File: config.mk
export PLATFORM = sky130hd
export DESIGN_NAME = rtp_priority_control
export DESIGN_NICKNAME = d
export VERILOG_FILES = /design/src/logic/rtp_pkg.sv /design/src/logic/rtp_priority_control.sv
export SDC_FILE = /design/constraint.sdc
export NUM_CORES = 1
export LEC_CHECK = 0
export BUFFER_PORTS_ARGS = -buffer_cell sky130_fd_sc_hd__buf_4
export CAP_MARGIN = 0
export CORE_ASPECT_RATIO = 1.2
export CORE_MARGIN = 5
export CORE_UTILIZATION = 55
export CTS_CLUSTER_SIZE = 14
export DETAILED_ROUTE_END_ITERATION = 6
export PLACE_DENSITY = 0.8
export SETUP_SLACK_MARGIN = 0.02
export SYNTH_ARGS = -nofsm -noshare
export SYNTH_HDL_FRONTEND = slang
export SYNTH_SLANG_ARGS = --single-unit
File: constraint.sdc
create_clock -name core_clk -period 4.6 [get_ports core_clk]
set_input_delay 0.23 -clock core_clk [delete_from_list [all_inputs] [get_ports core_clk]]
set_output_delay 0.23 -clock core_clk [all_outputs]
set_load 0.01 [all_outputs]
File: src/logic/rtp_pkg.sv
// package for the ring token priority control block
// assumes a serial ring bit stream clocked at one bit per core_clk
package rtp_pkg;

   // priority levels and stack sizes
   localparam int PRI_W = 3;
   localparam int STACK_DEPTH = 4;
   localparam int DEPTH_W = 3;
   localparam int DELAY_BITS = 9;
   localparam int HDR_BITS = 8;
   localparam logic [3:0] HDR_LAST_IDX = 4'h7;
   localparam logic [3:0] FLAG_BIT_IDX = 4'h3;
   localparam logic [3:0] RES_FIRST_IDX = 4'h5;
   localparam logic [3:0] DRAIN_COUNT = 4'h9;
   localparam logic [2:0] MAX_ACCESS_PRI = 3'h3;

   // token / frame flag encoding
   localparam logic FLAG_TOKEN = 1'b0;
   localparam logic FLAG_FRAME = 1'b1;

   // register map, byte offsets
   localparam logic [3:0] CTRL_OFFSET = 4'h0;
   localparam logic [3:0] STATUS_OFFSET = 4'h4;

   // control register fields
   localparam int CTRL_ACCESS_LSB = 0;
   localparam int CTRL_QUEUED_BIT = 4;
   localparam logic [2:0] CTRL_ACCESS_RESET = 3'h0;

   // status register fields
   localparam int STAT_DEPTH_LSB = 0;
   localparam int STAT_ENABLED_BIT = 4;
   localparam int STAT_DELAY_BIT = 5;
   localparam int STAT_NEW_TOP_LSB = 8;
   localparam int STAT_OLD_TOP_LSB = 12;
   localparam int STAT_LAST_OP_LSB = 16;

   // header byte layout, first bit sent is pri[2]
   typedef struct packed {
      logic [2:0] priority_indicator;
      logic token_frame_flag;
      logic monitor_mark_bit;
      logic [2:0] reservation_level;
   } rtp_hdr_type;

   typedef enum logic [2:0] {
      OP_IDLE,
      OP_PUSH,
      OP_POP,
      OP_REPLACE,
      OP_CLEAR
   } rtp_op_type;

   // serial comparator for on-the-fly reservation raise
   typedef enum logic [1:0] {
      CMP_EQUAL,
      CMP_KEEP_RX,
      CMP_USE_ACCESS
   } rtp_cmp_type;

endpackage

File: src/logic/rtp_priority_control.sv
// token ring priority control in the repeat path, with avalon-mm registers
// assumes rx strobes are synchronous to core_clk, one ring bit per cycle
//
// What this block does
// - insert nine-bit delay to rewrite token priority
// - delay only in path while machine needs it
// - four-deep stack of raised priorities
// - four-deep stack of original priorities
// - at most four nested priority raises supported
// - enable on new token release, until remove
// - push: stack levels, send reservation as priority
// - pop: restore original priority, pop both stacks
// - replace: raised top and priority become reservation
// - priority below raised top: error, clear stacks
// - token leaving with empty stacks: remove delay
// - empty state after enable and after clear
// - operation chosen from four comparisons plus flags
// - non-empty token cases: clear, replace, pop, push
// - empty: push or remove; frames mostly idle
// - flag code violation keeps machine idle
// - flag zero token, one frame
// - three-bit priority, zero lowest, seven highest
// - raise reservation only if access priority higher
`timescale 1ns/100ps
`default_nettype none

module rtp_priority_control
(
   input wire logic core_clk,
   input wire logic nrst,
   input wire logic rx_bit,
   input wire logic rx_code_violation,
   input wire logic rx_start_delim,
   input wire logic rx_end_delim,
   input wire logic new_token_release,
   output logic tx_bit,
   output logic delay_inserted,
   output logic machine_enabled,
   input wire logic [3:0] avs_address,
   input wire logic avs_read,
   input wire logic avs_write,
   input wire logic [31:0] avs_writedata,
   input wire logic [3:0] avs_byteenable,
   output logic [31:0] avs_readdata,
   output logic avs_waitrequest
);

   logic [rtp_pkg::DELAY_BITS-1:0] dly;
   logic [rtp_pkg::DELAY_BITS-1:0] next_dly;
   logic in_hdr;
   logic [3:0] hdr_idx;
   logic flag_cv;
   logic remove_pending;
   logic draining;
   logic [3:0] drain_cnt;
   logic [rtp_pkg::DEPTH_W-1:0] depth;
   logic [2:0] raised_stk [rtp_pkg::STACK_DEPTH];
   logic [2:0] orig_stk [rtp_pkg::STACK_DEPTH];
   logic [2:0] access_pri;
   logic queued;
   rtp_pkg::rtp_op_type last_op;
   rtp_pkg::rtp_cmp_type cmp_st;

   // decision terms
   rtp_pkg::rtp_hdr_type hdr_in;
   rtp_pkg::rtp_hdr_type hdr_out;
   rtp_pkg::rtp_op_type op;
   logic do_remove;
   logic decide;
   logic [2:0] res_eff;
   logic [2:0] new_top;
   logic [2:0] old_top;
   logic [1:0] top_idx;
   logic lt_res;
   logic eq_new;
   logic lt_new;
   logic gt_old;
   logic bypass_bit;
   logic [1:0] res_pos;

   assign decide = in_hdr && hdr_idx == rtp_pkg::HDR_LAST_IDX
      && delay_inserted;
   assign top_idx = 2'(depth - 3'h1);

   always_comb
   begin
      hdr_in = rtp_pkg::rtp_hdr_type'({dly[6:0], rx_bit});
      res_eff = hdr_in.reservation_level;
      if (queued && access_pri > hdr_in.reservation_level)
      begin
         res_eff = access_pri;
      end
      new_top = (depth != 3'h0) ? raised_stk[top_idx] : 3'h0;
      old_top = (depth != 3'h0) ? orig_stk[top_idx] : 3'h0;
      lt_res = hdr_in.priority_indicator < res_eff;
      eq_new = hdr_in.priority_indicator == new_top;
      lt_new = hdr_in.priority_indicator < new_top;
      gt_old = res_eff > old_top;
      op = rtp_pkg::OP_IDLE;
      do_remove = 1'b0;
      if (!flag_cv)
      begin
         if (depth == 3'h0)
         begin
            if (hdr_in.token_frame_flag == rtp_pkg::FLAG_TOKEN)
            begin
               if (lt_res && gt_old)
               begin
                  op = rtp_pkg::OP_PUSH;
               end
               else
               begin
                  do_remove = 1'b1;
               end
            end
         end
         else if (lt_new)
         begin
            op = rtp_pkg::OP_CLEAR;
            do_remove = hdr_in.token_frame_flag == rtp_pkg::FLAG_TOKEN;
         end
         else if (hdr_in.token_frame_flag == rtp_pkg::FLAG_TOKEN)
         begin
            if (eq_new)
            begin
               if (gt_old)
               begin
                  op = rtp_pkg::OP_REPLACE;
               end
               else
               begin
                  op = rtp_pkg::OP_POP;
                  do_remove = depth == 3'h1;
               end
            end
            else if (lt_res && gt_old)
            begin
               op = rtp_pkg::OP_PUSH;
            end
         end
      end
      // a fifth nested raise is not supported
      if (op == rtp_pkg::OP_PUSH && depth == 3'(rtp_pkg::STACK_DEPTH))
      begin
         op = rtp_pkg::OP_IDLE;
      end
      hdr_out = hdr_in;
      hdr_out.reservation_level = res_eff;
      unique case (op)
         rtp_pkg::OP_PUSH, rtp_pkg::OP_REPLACE:
         begin
            hdr_out.priority_indicator = res_eff;
            hdr_out.reservation_level = 3'h0;
            hdr_out.monitor_mark_bit = 1'b0;
         end
         rtp_pkg::OP_POP:
         begin
            hdr_out.priority_indicator = old_top;
            hdr_out.monitor_mark_bit = 1'b0;
         end
         rtp_pkg::OP_IDLE, rtp_pkg::OP_CLEAR:
         begin
         end
      endcase
   end

   // delay line with in-place header rewrite
   always_comb
   begin
      next_dly = {dly[rtp_pkg::DELAY_BITS-2:0], rx_bit};
      if (decide)
      begin
         next_dly[rtp_pkg::HDR_BITS-1:0] = hdr_out;
      end
   end

   always_ff @(posedge core_clk or negedge nrst)
   begin
      if (!nrst)
      begin
         dly <= '0;
      end
      else
      begin
         dly <= next_dly;
      end
   end

   // header position tracking
   always_ff @(posedge core_clk or negedge nrst)
   begin
      if (!nrst)
      begin
         in_hdr <= 1'b0;
         hdr_idx <= 4'h0;
         flag_cv <= 1'b0;
      end
      else if (rx_start_delim)
      begin
         in_hdr <= 1'b1;
         hdr_idx <= 4'h0;
         flag_cv <= 1'b0;
      end
      else if (in_hdr)
      begin
         hdr_idx <= hdr_idx + 4'h1;
         if (hdr_idx == rtp_pkg::HDR_LAST_IDX)
         begin
            in_hdr <= 1'b0;
         end
         if (hdr_idx == rtp_pkg::FLAG_BIT_IDX && rx_code_violation)
         begin
            flag_cv <= 1'b1;
         end
      end
   end

   // serial reservation raise while no delay is inserted
   assign res_pos = 2'(hdr_idx - rtp_pkg::RES_FIRST_IDX);

   always_comb
   begin
      bypass_bit = rx_bit;
      if (in_hdr && queued && hdr_idx >= rtp_pkg::RES_FIRST_IDX)
      begin
         unique case (cmp_st)
            rtp_pkg::CMP_EQUAL:
            begin
               bypass_bit = rx_bit | access_pri[2'd2 - res_pos];
            end
            rtp_pkg::CMP_KEEP_RX:
            begin
               bypass_bit = rx_bit;
            end
            rtp_pkg::CMP_USE_ACCESS:
            begin
               bypass_bit = access_pri[2'd2 - res_pos];
            end
            default:
            begin
               bypass_bit = rx_bit;
            end
         endcase
      end
   end

   always_ff @(posedge core_clk or negedge nrst)
   begin
      if (!nrst)
      begin
         cmp_st <= rtp_pkg::CMP_EQUAL;
      end
      else if (rx_start_delim)
      begin
         cmp_st <= rtp_pkg::CMP_EQUAL;
      end
      else if (in_hdr && hdr_idx >= rtp_pkg::RES_FIRST_IDX
         && cmp_st == rtp_pkg::CMP_EQUAL)
      begin
         if (rx_bit && !access_pri[2'd2 - res_pos])
         begin
            cmp_st <= rtp_pkg::CMP_KEEP_RX;
         end
         else if (!rx_bit && access_pri[2'd2 - res_pos])
         begin
            cmp_st <= rtp_pkg::CMP_USE_ACCESS;
         end
      end
   end

   always_ff @(posedge core_clk or negedge nrst)
   begin
      if (!nrst)
      begin
         tx_bit <= 1'b0;
      end
      else
      begin
         tx_bit <= delay_inserted ? dly[rtp_pkg::DELAY_BITS-1] : bypass_bit;
      end
   end

   // enable, remove and delay drain
   always_ff @(posedge core_clk or negedge nrst)
   begin
      if (!nrst)
      begin
         machine_enabled <= 1'b0;
         delay_inserted <= 1'b0;
         remove_pending <= 1'b0;
         draining <= 1'b0;
         drain_cnt <= 4'h0;
      end
      else if (new_token_release)
      begin
         machine_enabled <= 1'b1;
         delay_inserted <= 1'b1;
         remove_pending <= 1'b0;
         draining <= 1'b0;
      end
      else
      begin
         if (decide && do_remove)
         begin
            remove_pending <= 1'b1;
         end
         if (remove_pending && rx_end_delim)
         begin
            remove_pending <= 1'b0;
            draining <= 1'b1;
            drain_cnt <= 4'h0;
         end
         if (draining)
         begin
            drain_cnt <= drain_cnt + 4'h1;
            if (drain_cnt == rtp_pkg::DRAIN_COUNT - 4'h1)
            begin
               draining <= 1'b0;
               delay_inserted <= 1'b0;
               machine_enabled <= 1'b0;
            end
         end
      end
   end

   // stack depth shared by both stacks
   always_ff @(posedge core_clk or negedge nrst)
   begin
      if (!nrst)
      begin
         depth <= 3'h0;
         last_op <= rtp_pkg::OP_IDLE;
      end
      else if (new_token_release)
      begin
         depth <= 3'h0;
      end
      else if (decide)
      begin
         last_op <= op;
         unique case (op)
            rtp_pkg::OP_PUSH: depth <= depth + 3'h1;
            rtp_pkg::OP_POP: depth <= depth - 3'h1;
            rtp_pkg::OP_CLEAR: depth <= 3'h0;
            rtp_pkg::OP_IDLE, rtp_pkg::OP_REPLACE:
            begin
            end
         endcase
      end
   end

   genvar gi;
   generate
      for (gi = 0; gi < rtp_pkg::STACK_DEPTH; gi++)
      begin : g_entry
         always_ff @(posedge core_clk or negedge nrst)
         begin
            if (!nrst)
            begin
               raised_stk[gi] <= 3'h0;
               orig_stk[gi] <= 3'h0;
            end
            else if (decide && op == rtp_pkg::OP_PUSH
               && depth == 3'(gi))
            begin
               raised_stk[gi] <= res_eff;
               orig_stk[gi] <= hdr_in.priority_indicator;
            end
            else if (decide && op == rtp_pkg::OP_REPLACE
               && top_idx == 2'(gi))
            begin
               raised_stk[gi] <= res_eff;
            end
         end
      end
   endgenerate

   // avalon-mm slave, one wait cycle per access
   always_ff @(posedge core_clk or negedge nrst)
   begin
      if (!nrst)
      begin
         avs_waitrequest <= 1'b1;
         avs_readdata <= 32'h0000_0000;
      end
      else if ((avs_read || avs_write) && avs_waitrequest)
      begin
         avs_waitrequest <= 1'b0;
         avs_readdata <= 32'h0000_0000;
         if (avs_read && avs_address == rtp_pkg::CTRL_OFFSET)
         begin
            avs_readdata[rtp_pkg::CTRL_ACCESS_LSB +: 3] <= access_pri;
            avs_readdata[rtp_pkg::CTRL_QUEUED_BIT] <= queued;
         end
         else if (avs_read && avs_address == rtp_pkg::STATUS_OFFSET)
         begin
            avs_readdata[rtp_pkg::STAT_DEPTH_LSB +: 3] <= depth;
            avs_readdata[rtp_pkg::STAT_ENABLED_BIT] <= machine_enabled;
            avs_readdata[rtp_pkg::STAT_DELAY_BIT] <= delay_inserted;
            avs_readdata[rtp_pkg::STAT_NEW_TOP_LSB +: 3] <= new_top;
            avs_readdata[rtp_pkg::STAT_OLD_TOP_LSB +: 3] <= old_top;
            avs_readdata[rtp_pkg::STAT_LAST_OP_LSB +: 3] <= last_op;
         end
      end
      else
      begin
         avs_waitrequest <= 1'b1;
      end
   end

   always_ff @(posedge core_clk or negedge nrst)
   begin
      if (!nrst)
      begin
         access_pri <= rtp_pkg::CTRL_ACCESS_RESET;
         queued <= 1'b0;
      end
      else if (avs_write && !avs_waitrequest
         && avs_address == rtp_pkg::CTRL_OFFSET && avs_byteenable[0])
      begin
         queued <= avs_writedata[rtp_pkg::CTRL_QUEUED_BIT];
         if (avs_writedata[rtp_pkg::CTRL_ACCESS_LSB +: 3]
            <= rtp_pkg::MAX_ACCESS_PRI)
         begin
            access_pri <= avs_writedata[rtp_pkg::CTRL_ACCESS_LSB +: 3];
         end
      end
   end

endmodule

`default_nettype wire

# Word-level counts from Yosys, hierarchy flattened
# Index checks and enable logic that the tools add are counted.
dict set report op_classes {
  n_addsub 6
  multipliers 0
  div 0
  magnitude_cmp 8
  eq_ne 18
  shift 0
  muxes 82
  n_bitwise 4
  reduce_logical 62
}
# cell n
set op_table {}
lappend op_table {{two-way mux 3 bit} 33}
lappend op_table {{two-way mux 1 bit} 33}
lappend op_table {{logical AND 1 bit} 30}
lappend op_table {{nonzero test 2 bit} 11}
lappend op_table {{two-way mux 4 bit} 4}
lappend op_table {{AND reduction 2 bit} 7}
lappend op_table {{binary-select mux 3 bit (select 2 bit)} 2}
lappend op_table {{== test 3 x 2 -> 1 bit, second input constant} 4}
lappend op_table {{two-way mux 2 bit} 5}
lappend op_table {{== test 3 x 1 -> 1 bit, second input constant} 3}
lappend op_table {{case mux 3 bit (3 select lines)} 1}
lappend op_table {{nonzero test 3 bit} 3}
lappend op_table {{adder 4 x 1 -> 4 bit, second input constant} 2}
lappend op_table {{== test 4 x 3 -> 1 bit, second input constant} 2}
lappend op_table {{two-way mux 8 bit} 1}
lappend op_table {{== test 2 bit, second input constant} 3}
lappend op_table {{== test 3 bit, second input constant} 2}
lappend op_table {{greater-than comparator 3 bit} 2}
lappend op_table {{less-than comparator 3 bit} 2}
lappend op_table {{case mux 3 bit (2 select lines)} 1}
lappend op_table {{== test 4 x 2 -> 1 bit, second input constant} 1}
lappend op_table {{== test 4 bit, second input constant} 1}
lappend op_table {{>= comparator 4 x 3 -> 1 bit, second input constant} 1}
lappend op_table {{logical NOT 2 bit} 2}
lappend op_table {{other kinds (21)} 24}
dict set report totals {
  register_bits 74
  latchBits 0
  ram_bits 0
  mem_bits_ro 0
  input_bits 49
  output_inout_bits 36
  word_cells 204
  mem_count 0
}

# Depth between registers and ports, before layout
# Gate-level depths: netlist (run 1).
dict set report depth {
  word_depth 22
  depth_mapped 15
  mapped_depth_nobuf 13
}

# Least setup slack after synthesis (run 1)
# No wires, ideal clock.
dict set report synth_path {
  path_type {reg2reg}
  from {register depth[0] (netlist name)}
  to {register raised_stk[10] (netlist name)}
  t_arrival_ns 3.465
  t_required_ns 4.475
  slack_ns 1.011
  path_stages_with_launch 15
  n_path_buf 2
  cell_sequence {dfrtp_1 -> buf_6 -> inv_1 -> ha_1 -> clkbuf_2 -> mux4_2 -> and2_1 -> ha_1 -> and3_1 -> and3_1 -> o21a_1 -> nor3b_1 -> nand2_1 -> a211oi_2 -> mux2_2}
}
dict set report synth_between {
  elab_chain_len 21
  word_cells_on_any_way 37
  cone_classes {add/sub (1); order compare (2); eq/ne (5); mux (18); bitwise (1); reduce/logical (10)}
}
# item line
set synth_lines {}
lappend synth_lines {{from (decl)} rtp_priority_control.sv:56} ;# logic [rtp_pkg::DEPTH_W-1:0] depth;
lappend synth_lines {{from (signal assigned)} rtp_priority_control.sv:342} ;# rtp_pkg::OP_PUSH: depth <= depth + 3'h1;
lappend synth_lines {{from (signal assigned)} rtp_priority_control.sv:343} ;# rtp_pkg::OP_POP: depth <= depth - 3'h1;
lappend synth_lines {{subtractor 3 x 1 -> 3 bit} -}
lappend synth_lines {{NOT 2 -> 3 bit (not written as such)} {rtp_priority_control.sv:93, rtp_priority_control.sv:94}}
lappend synth_lines {{binary-select mux 3 bit (select 2 bit)} rtp_priority_control.sv:94} ;# old_top = (depth != 3'h0) ? orig_stk[top_idx] : 3'h0;
lappend synth_lines {{two-way mux 3 bit (not written as such) (2 in series)} rtp_priority_control.sv:94}
lappend synth_lines {{two-way mux 3 bit} rtp_priority_control.sv:94}
lappend synth_lines {{greater-than comparator 3 bit} rtp_priority_control.sv:98} ;# gt_old = res_eff > old_top;
lappend synth_lines {{logical AND 1 bit} {rtp_priority_control.sv:107, rtp_priority_control.sv:136}}
lappend synth_lines {{two-way mux 1 bit} {rtp_priority_control.sv:107, rtp_priority_control.sv:136}}
lappend synth_lines {{[4 not listed]} -}
lappend synth_lines {{two-way mux 3 bit} rtp_priority_control.sv:101} ;# if (!flag_cv)
lappend synth_lines {{== test 3 x 1 -> 1 bit} rtp_priority_control.sv:143} ;# if (op == rtp_pkg::OP_PUSH && depth == 3'(rtp_pkg::STACK_DEPTH))
lappend synth_lines {{logical AND 1 bit} rtp_priority_control.sv:143}
lappend synth_lines {{two-way mux 3 bit} rtp_priority_control.sv:143}
lappend synth_lines {{== test 3 x 1 -> 1 bit or == test 3 x 2 -> 1 bit (tied branches)} {rtp_priority_control.sv:363, rtp_priority_control.sv:369}}
lappend synth_lines {{logical AND 1 bit (on tied branches)} {rtp_priority_control.sv:363, rtp_priority_control.sv:369}}
lappend synth_lines {{logical AND 1 bit (on tied branches)} {rtp_priority_control.sv:364, rtp_priority_control.sv:370}}
lappend synth_lines {{two-way mux 3 bit or nonzero test 2 bit (tied branches)} -}
lappend synth_lines {{to (signal, indexed assignment)} rtp_priority_control.sv:366} ;# raised_stk[gi] <= res_eff;
lappend synth_lines {{to (signal, indexed assignment)} rtp_priority_control.sv:372} ;# raised_stk[gi] <= res_eff;
lappend synth_lines {{to (decl)} rtp_priority_control.sv:57} ;# logic [2:0] raised_stk [rtp_pkg::STACK_DEPTH];
# Parallel ways exist; a longest one is shown, timed or not. The select of a mux whose other input is x is not followed.
# A chain may end at the register's enable or synchronous reset.

# Worst setup path after layout (run 1)
dict set report layout_path {
  from {register depth[1] (netlist name)}
  to {register raised_stk[0] (netlist name)}
}
# Same word-level chain as after synthesis.

==> flow_summary.yaml, run 1 <==
placed_design:
  placed_area_um2: 4496
  place_congestion: 0.9708
  io_buffer_count: 35
  placed_cells: 520
  dpl.hpwl_um: 6791
die:
  dieArea_um2: 9594
  chipWidth_um: 90.25
  floorplan.rows: 35
  die_y_um: 106.3
  io_pins: 85
  core_um2: 7620
  start_util_pct: 55.78
clock_tree:
  clk_transition_reported_paths_ps: 80
  clock-sinks: 74
  h-tree-depth: 3
  ctsResizeCount: 0
  postCtsHoldBufs: 0
  cts_setup_buffers: 0
  cts_tree: "done"
  cts_buffers: 9
  root_buffer: "clkbuf_8"
  clockBufferDepth: 2
  clock_latency_ps: 350
synth:
  synth_cells: 404
  ys_seq_area_share_pct: 43.60
  netlist_area_um2: 4250
  yosysWarnings: 0
  synthXorXnorAreaFrac_pct: 0.6182
  avgSynthCellArea_um2: 10.52
  synth_fa_ha_area_share_pct: 6.653
  synth.area.top_cells: "dfrtp_1 (43%), mux2_2 (6.6%), ha_1 (6.2%)"
  muxShareOfSynthArea_pct: 12.42
  synth-simple-area-share_pct: 16.22
  yosys_most_used_dff: "dfrtp_1"
  synth_top_cell_area_share_pct: 42.98
  yosysTopAreaCell: "dfrtp_1"
  synthArstFlopShare_pct: 100.0
  synth_edf_count: 0
  synth_cell_types: 62
  synth_compound_gate_area_share_pct: 13.22
  synth_top_family_by_area: "simple AND/OR/NAND/NOR gates"
  ys_ff_latch: 74
critical_path:
  cp.required_ps: 4840
  critPathKind: "reg -> reg"
  end_kind: "flip-flop"
  r2r_slack_ps: 560
  r2r_end: "raised_stk[0]"
  cp_max_fo: 8
  rr_worst_depth: 12
  r2r_start: "depth[1]"
  cp.arrival_ps: 4280
  worst_setup_path_start_kind: "flip-flop"
timing:
  slew_violations: 0
  setup_tns_ps: 0
  period_minus_slack_ps: 4038
  clock_skew_ps: 9.776
  fin_crit_sh_pct: 87.78
  tightest_slew_ps: 1043
  rsz0062_at_grt: "no"
  setup_violations: 0
  final_hold_viol_count: 0
  maxClockFrequency_ghz: 0.2476
  relSlewSlack_pct: 29.98
cells_and_area:
  stdcell_count: 536
  area_growth_pct: 11.13
  utilization_pct: 61.99
  nNetsFinal: 509
  drive_above_1_share_pct: 22.75
  stdcell_area_um2: 4723
  diodes: 0
detailed_routing:
  ant_nets: 0
  drc: 0
  viasPerCell: 5.888
  post_drt_wl_per_cell_um: 17.05
  vias: 3156
  drt-initial-drc-count: 285
  firstDrtPassIters: 5
  wl_um: 9137
worst_hold_path:
  hold_path.class: "in -> async"
run:
  cap_violations: 0
global_routing:
  antenna_found_initial: 0
  grt_start_max_net_pins: 75
  overflow: 0
  groute.usage.overall_pct: 19.72
  grt_pass1_vias: 3190
  grt_pass1_wl_um: 15320
power:
  p_leak_nw: 2.190
  power_density_nw_per_um2: 305.7
  ir_drop_v: 0.0001835
outcome:
  status: "completed"
-- through the flow --
| stage | hold WS (ps) | total power (W) | setup WS, ps |
|---|---|---|---|
| 4_1_cts | 35.35 | 0.001459 | 600.9 |
| 2_1_floorplan | -65.59 | 0.0008431 | 1011 |
| 3_5_place_dp | 335.8 | 0.0008929 | 649.7 |
| 5_1_grt | 77.50 | 0.001509 | 342.9 |
| 6_report | 6.250 | 0.001444 | 562.0 |
| 3_3_place_gp | 332.9 | 0.0008851 | 695.2 |
-- worst max-delay path, cell delays in order (launching register included) --
cell and delay [ps]:
dfrtp_1 470, inv_1 140, ha_1 490, mux4_2 340, and2_1 210, ha_1 290, and3_1 220, and3_1 200
o21a_1 130, nor3b_1 450, nand2_1 200, a211oi_2 400, mux2_2 380
-- routing by layer --
layer | GRT usage [%] | routed length [um]
met4 | 7.979 | 201
met1 | 22.69 | 3655
met5 | 0 | 0
met3 | 4.317 | 528
met2 | 35.36 | 4751
-- state kept, by name (all words and copies together) (netlist names), 2 cells and up --
| name | count |
|---|---|
| cmp_st | 2 |
| drain_cnt | 4 |
| avs_readdata | 14 |
| raised_stk | 12 |
| orig_stk | 12 |
| hdr_idx | 4 |
| dly | 9 |
| access_pri | 3 |
| last_op | 3 |
| depth | 3 |
-- cell families (layout without fill, tap and decap cells) --
family,after synthesis,in the layout
compound gates,82,82
xor+xnor,3,3
fa+ha+maj,23,23
buf+inv,53,76
flops,74,74
mux,41,41
other cells,1,18
simple gates,127,127
-- area by class of cell --
cell class / count / area, um2
clock buffer: 10 / 137.6
clock inverter: 6 / 90.09
fill: 613 / 2897
inverter: 21 / 78.83
multi-input combinational: 294 / 2156
sequential: 74 / 1853
tap: 92 / 115.1
timing repair buffer: 39 / 292.8
-- cells in the mapped netlist, types with 4 or more instances --
master / instances
a21o_1: 6
a21oi_1: 19
a22o_1: 7
buf_4: 21
clkbuf_1: 6
dfrtp_1: 73
ha_1: 21
inv_1: 21
mux2_2: 25
mux2i_1: 7
mux4_2: 4
nand2_1: 35
nand2b_1: 8
nand3_1: 4
nand4_1: 6
nor2_1: 25
nor2b_1: 5
nor3_1: 10
nor4_1: 7
o21ai_0: 21
or2_2: 4
-- power breakdown --
part,internal (W),leakage (nW),switching (W)
registers,0.000677,0.956,0.0000270
clock network,0.000321,0.112,0.000243
logic,0.0000693,1.12,0.000107
-- how the worst max path moves through the flow --
stage,cells past startpoint,startpoint,endpoint
detailed placement,12,depth[1],raised_stk[0]
CTS,12,depth[1],raised_stk[0]
finish,12,depth[1],raised_stk[0]
global route,12,depth[1],raised_stk[2]
global placement,12,depth[1],raised_stk[2]
floorplan,14,depth[0],raised_stk[10]
-- cell usage in the layout, fill, tap and decap left out, types with 3 or more instances in the layout --
cell and instances:
or2_2 4, a21oi_1 19, nor3_4 3, o21ai_0 21, ha_1 21, nand4_1 6
nor2_1 25, nor3b_1 3, nand3_1 4, mux2i_1 7, a21o_1 6, nand2b_1 8
nor2b_1 5, nand2_1 35, nor3_1 10, a22o_1 7, nor4_1 7, mux2_1 3
mux4_2 4, conb_1 18, o31ai_1 3, o21a_1 3, mux2_2 25, clkbuf_8 10
nor3_2 3, buf_4 39, a31oi_1 3, and3_1 3, dfrtp_1 73, inv_1 21
Power figures use the tool's default switching activity.
==> run 2: changes to the inputs <==
--- a/config.mk
+++ b/config.mk
@@ -9,10 +9,11 @@
 export CAP_MARGIN = 0
 export CORE_ASPECT_RATIO = 1.2
 export CORE_MARGIN = 5
-export CORE_UTILIZATION = 55
+export CORE_UTILIZATION = 50
+export CTS_BUF_LIST = sky130_fd_sc_hd__clkbuf_8
 export CTS_CLUSTER_SIZE = 14
 export DETAILED_ROUTE_END_ITERATION = 6
-export PLACE_DENSITY = 0.8
+export PLACE_DENSITY = 0.74
 export SETUP_SLACK_MARGIN = 0.02
 export SYNTH_ARGS = -nofsm -noshare
 export SYNTH_HDL_FRONTEND = slang
==> run 2 against run 1 <==
Net effect: the run now ends with negative hold slack left; global-route usage fell by 1.6 points; sequential power barely moved; critical path depth did not move; worst hold slack got worse by 9.7 ps; clock power rose by 5.7%; via count fell by 1.4%; largest power group unchanged.
==> flow_summary.yaml, run 2 (synthesized netlist as in run 1, its figures left out) <==
clock_tree:
  clockBufferDepth: 2
  root_buffer: "clkbuf_8"
  postCtsHoldBufs: 0
  clk_transition_reported_paths_ps: 80
  cts_tree: "done"
  cts_setup_buffers: 0
  h-tree-depth: 3
  ctsResizeCount: 0
  clock_latency_ps: 350
  cts_buffers: 9
  clock-sinks: 74
die:
  die_y_um: 111
  floorplan.rows: 36
  io_pins: 85
  core_um2: 8198
  start_util_pct: 51.85
  chipWidth_um: 94.17
  dieArea_um2: 10450
critical_path:
  slowest_delay_ps: 510
  end_kind: "flip-flop"
  cp.arrival_ps: 4300
  critPathKind: "reg -> reg"
  r2r_slack_ps: 540
  worst_setup_path_start_kind: "flip-flop"
  cp.required_ps: 4830
  crit_chain: "inv_1 -> ha_1 -> mux4_2 -> and2_1 -> ha_1 -> and3_1 -> and3_1 -> o21a_1 -> nor3b_1 -> nand2_1 -> a211oi_2 -> mux2_2"
  cp_max_fo: 8
  cp_slowest_cell: "ha_1"
  r2r_start: "depth[1]"
  r2r_end: "raised_stk[10]"
  rr_worst_depth: 12
detailed_routing:
  firstDrtPassIters: 4
  viasPerCell: 5.589
  post_drt_wl_per_cell_um: 16.42
  drc: 0
  wl_um: 9145
  vias: 3113
  ant_nets: 0
  drt-initial-drc-count: 209
cells_and_area:
  diodes: 0
  layout_common_cells: "dfrtp_1 (73), buf_4 (38), nand2_1 (35), nor2_1 (25), mux2_2 (25)"
  final_common_cell: "dfrtp_1"
  stdcell_area_um2: 4750
  area_growth_pct: 11.75
  drive_above_1_share_pct: 22.12
  nNetsFinal: 508
  top_register: "avs_readdata"
  top_regs: "avs_readdata (14), orig_stk (12), raised_stk (12)"
  fill_cells: 726
  largest_register_ffs: 14
timing:
  fin_crit_sh_pct: 88.33
  relSlewSlack_pct: 35.40
  period_minus_slack_ps: 4063
  final_hold_viol_count: 1
  tightest_slew_ps: 962.6
  clock_skew_ps: 11.26
  slew_violations: 0
  setup_tns_ps: 0
  maxClockFrequency_ghz: 0.2461
  setup_violations: 0
  rsz0062_at_grt: "no"
  hold_ws_ps: -3.455
run:
  cap_violations: 0
worst_hold_path:
  hold_path.class: "in -> async"
power:
  power_w: 0.001474
  ir_drop_v: 0.0001618
  power_density_nw_per_um2: 310.4
  p_leak_nw: 2.194
global_routing:
  grt_pass1_wl_um: 14930
  grt_start_max_net_pins: 75
  overflow: 0
  groute.usage.overall_pct: 18.15
  grt_pass1_vias: 3060
  antenna_found_initial: 0
placed_design:
  placed_area_um2: 4516
  dpl.hpwl_um: 6752
  place_congestion: 0.8882
  io_buffer_count: 35
outcome:
  violations: "negative hold slack"
  status: "complete, but fails checks"
==> run 2: final cells by class <==
class                      instances  area, um2  share of cell area [%]
tap                              114      142.6                   3.003
timing repair buffer              38      285.3                   6.006
inverter                          21      78.83                   1.660
clock inverter                     7      110.1                   2.318
clock buffer                       9      123.9                   2.608
multi-input combinational        294       2156                   45.39
sequential                        74       1853                   39.01
==> run 2: per-layer routing <==
layer / track usage [%] / vias up / share of wire, %
met4: 5.877 / 0 / 1.6
met1: 22.63 / 1526 / 43
met3: 4.073 / 10 / 5.7
met2: 30.82 / 90 / 50
met5: 0 / - / 0
li1: - / 1487 / -
==> run 2: worst max-delay path by stage <==
stage,depth (start not counted),start,to,slack [ps]
5_1_grt,12,depth[1],raised_stk[10],320
4_1_cts,12,depth[1],raised_stk[10],540
3_3_place_gp,12,depth[1],raised_stk[1],660
6_report,12,depth[1],raised_stk[10],540
3_5_place_dp,12,depth[1],raised_stk[10],620
2_1_floorplan,14,depth[0],raised_stk[10],1010
==> run 2: power by group <==
part	internal [W]	switching (W)	leakage (nW)
Clock	0.000355	0.000240	0.122
Sequential	0.000677	0.0000267	0.956
Combinational	0.0000685	0.000107	1.12
==> run 2: stage by stage <==
stage / setup WS [ps] / hold slack (ps) / utilization (%) / std cells
3_5_place_dp: 623.7 / 341.9 / 55.08 / 541
3_3_place_gp: 659.7 / 334.8 / 55.08 / 541
5_1_grt: 324.3 / 88.46 / 57.94 / 557
2_1_floorplan: 1011 / -65.59 / - / 421
6_report: 536.9 / -3.455 / 57.94 / 557
4_1_cts: 544.5 / 42.65 / 57.94 / 557
==> run 2: critical path: cells and delay by family (launching register included) <==
family	cells	cell delay, ps
and+or+nand+nor	5	1320
AOI/OAI and AO/OA	2	490
buffers and inverters	1	140
muxes	2	740
adders and majority gates	2	780
DFF	1	470
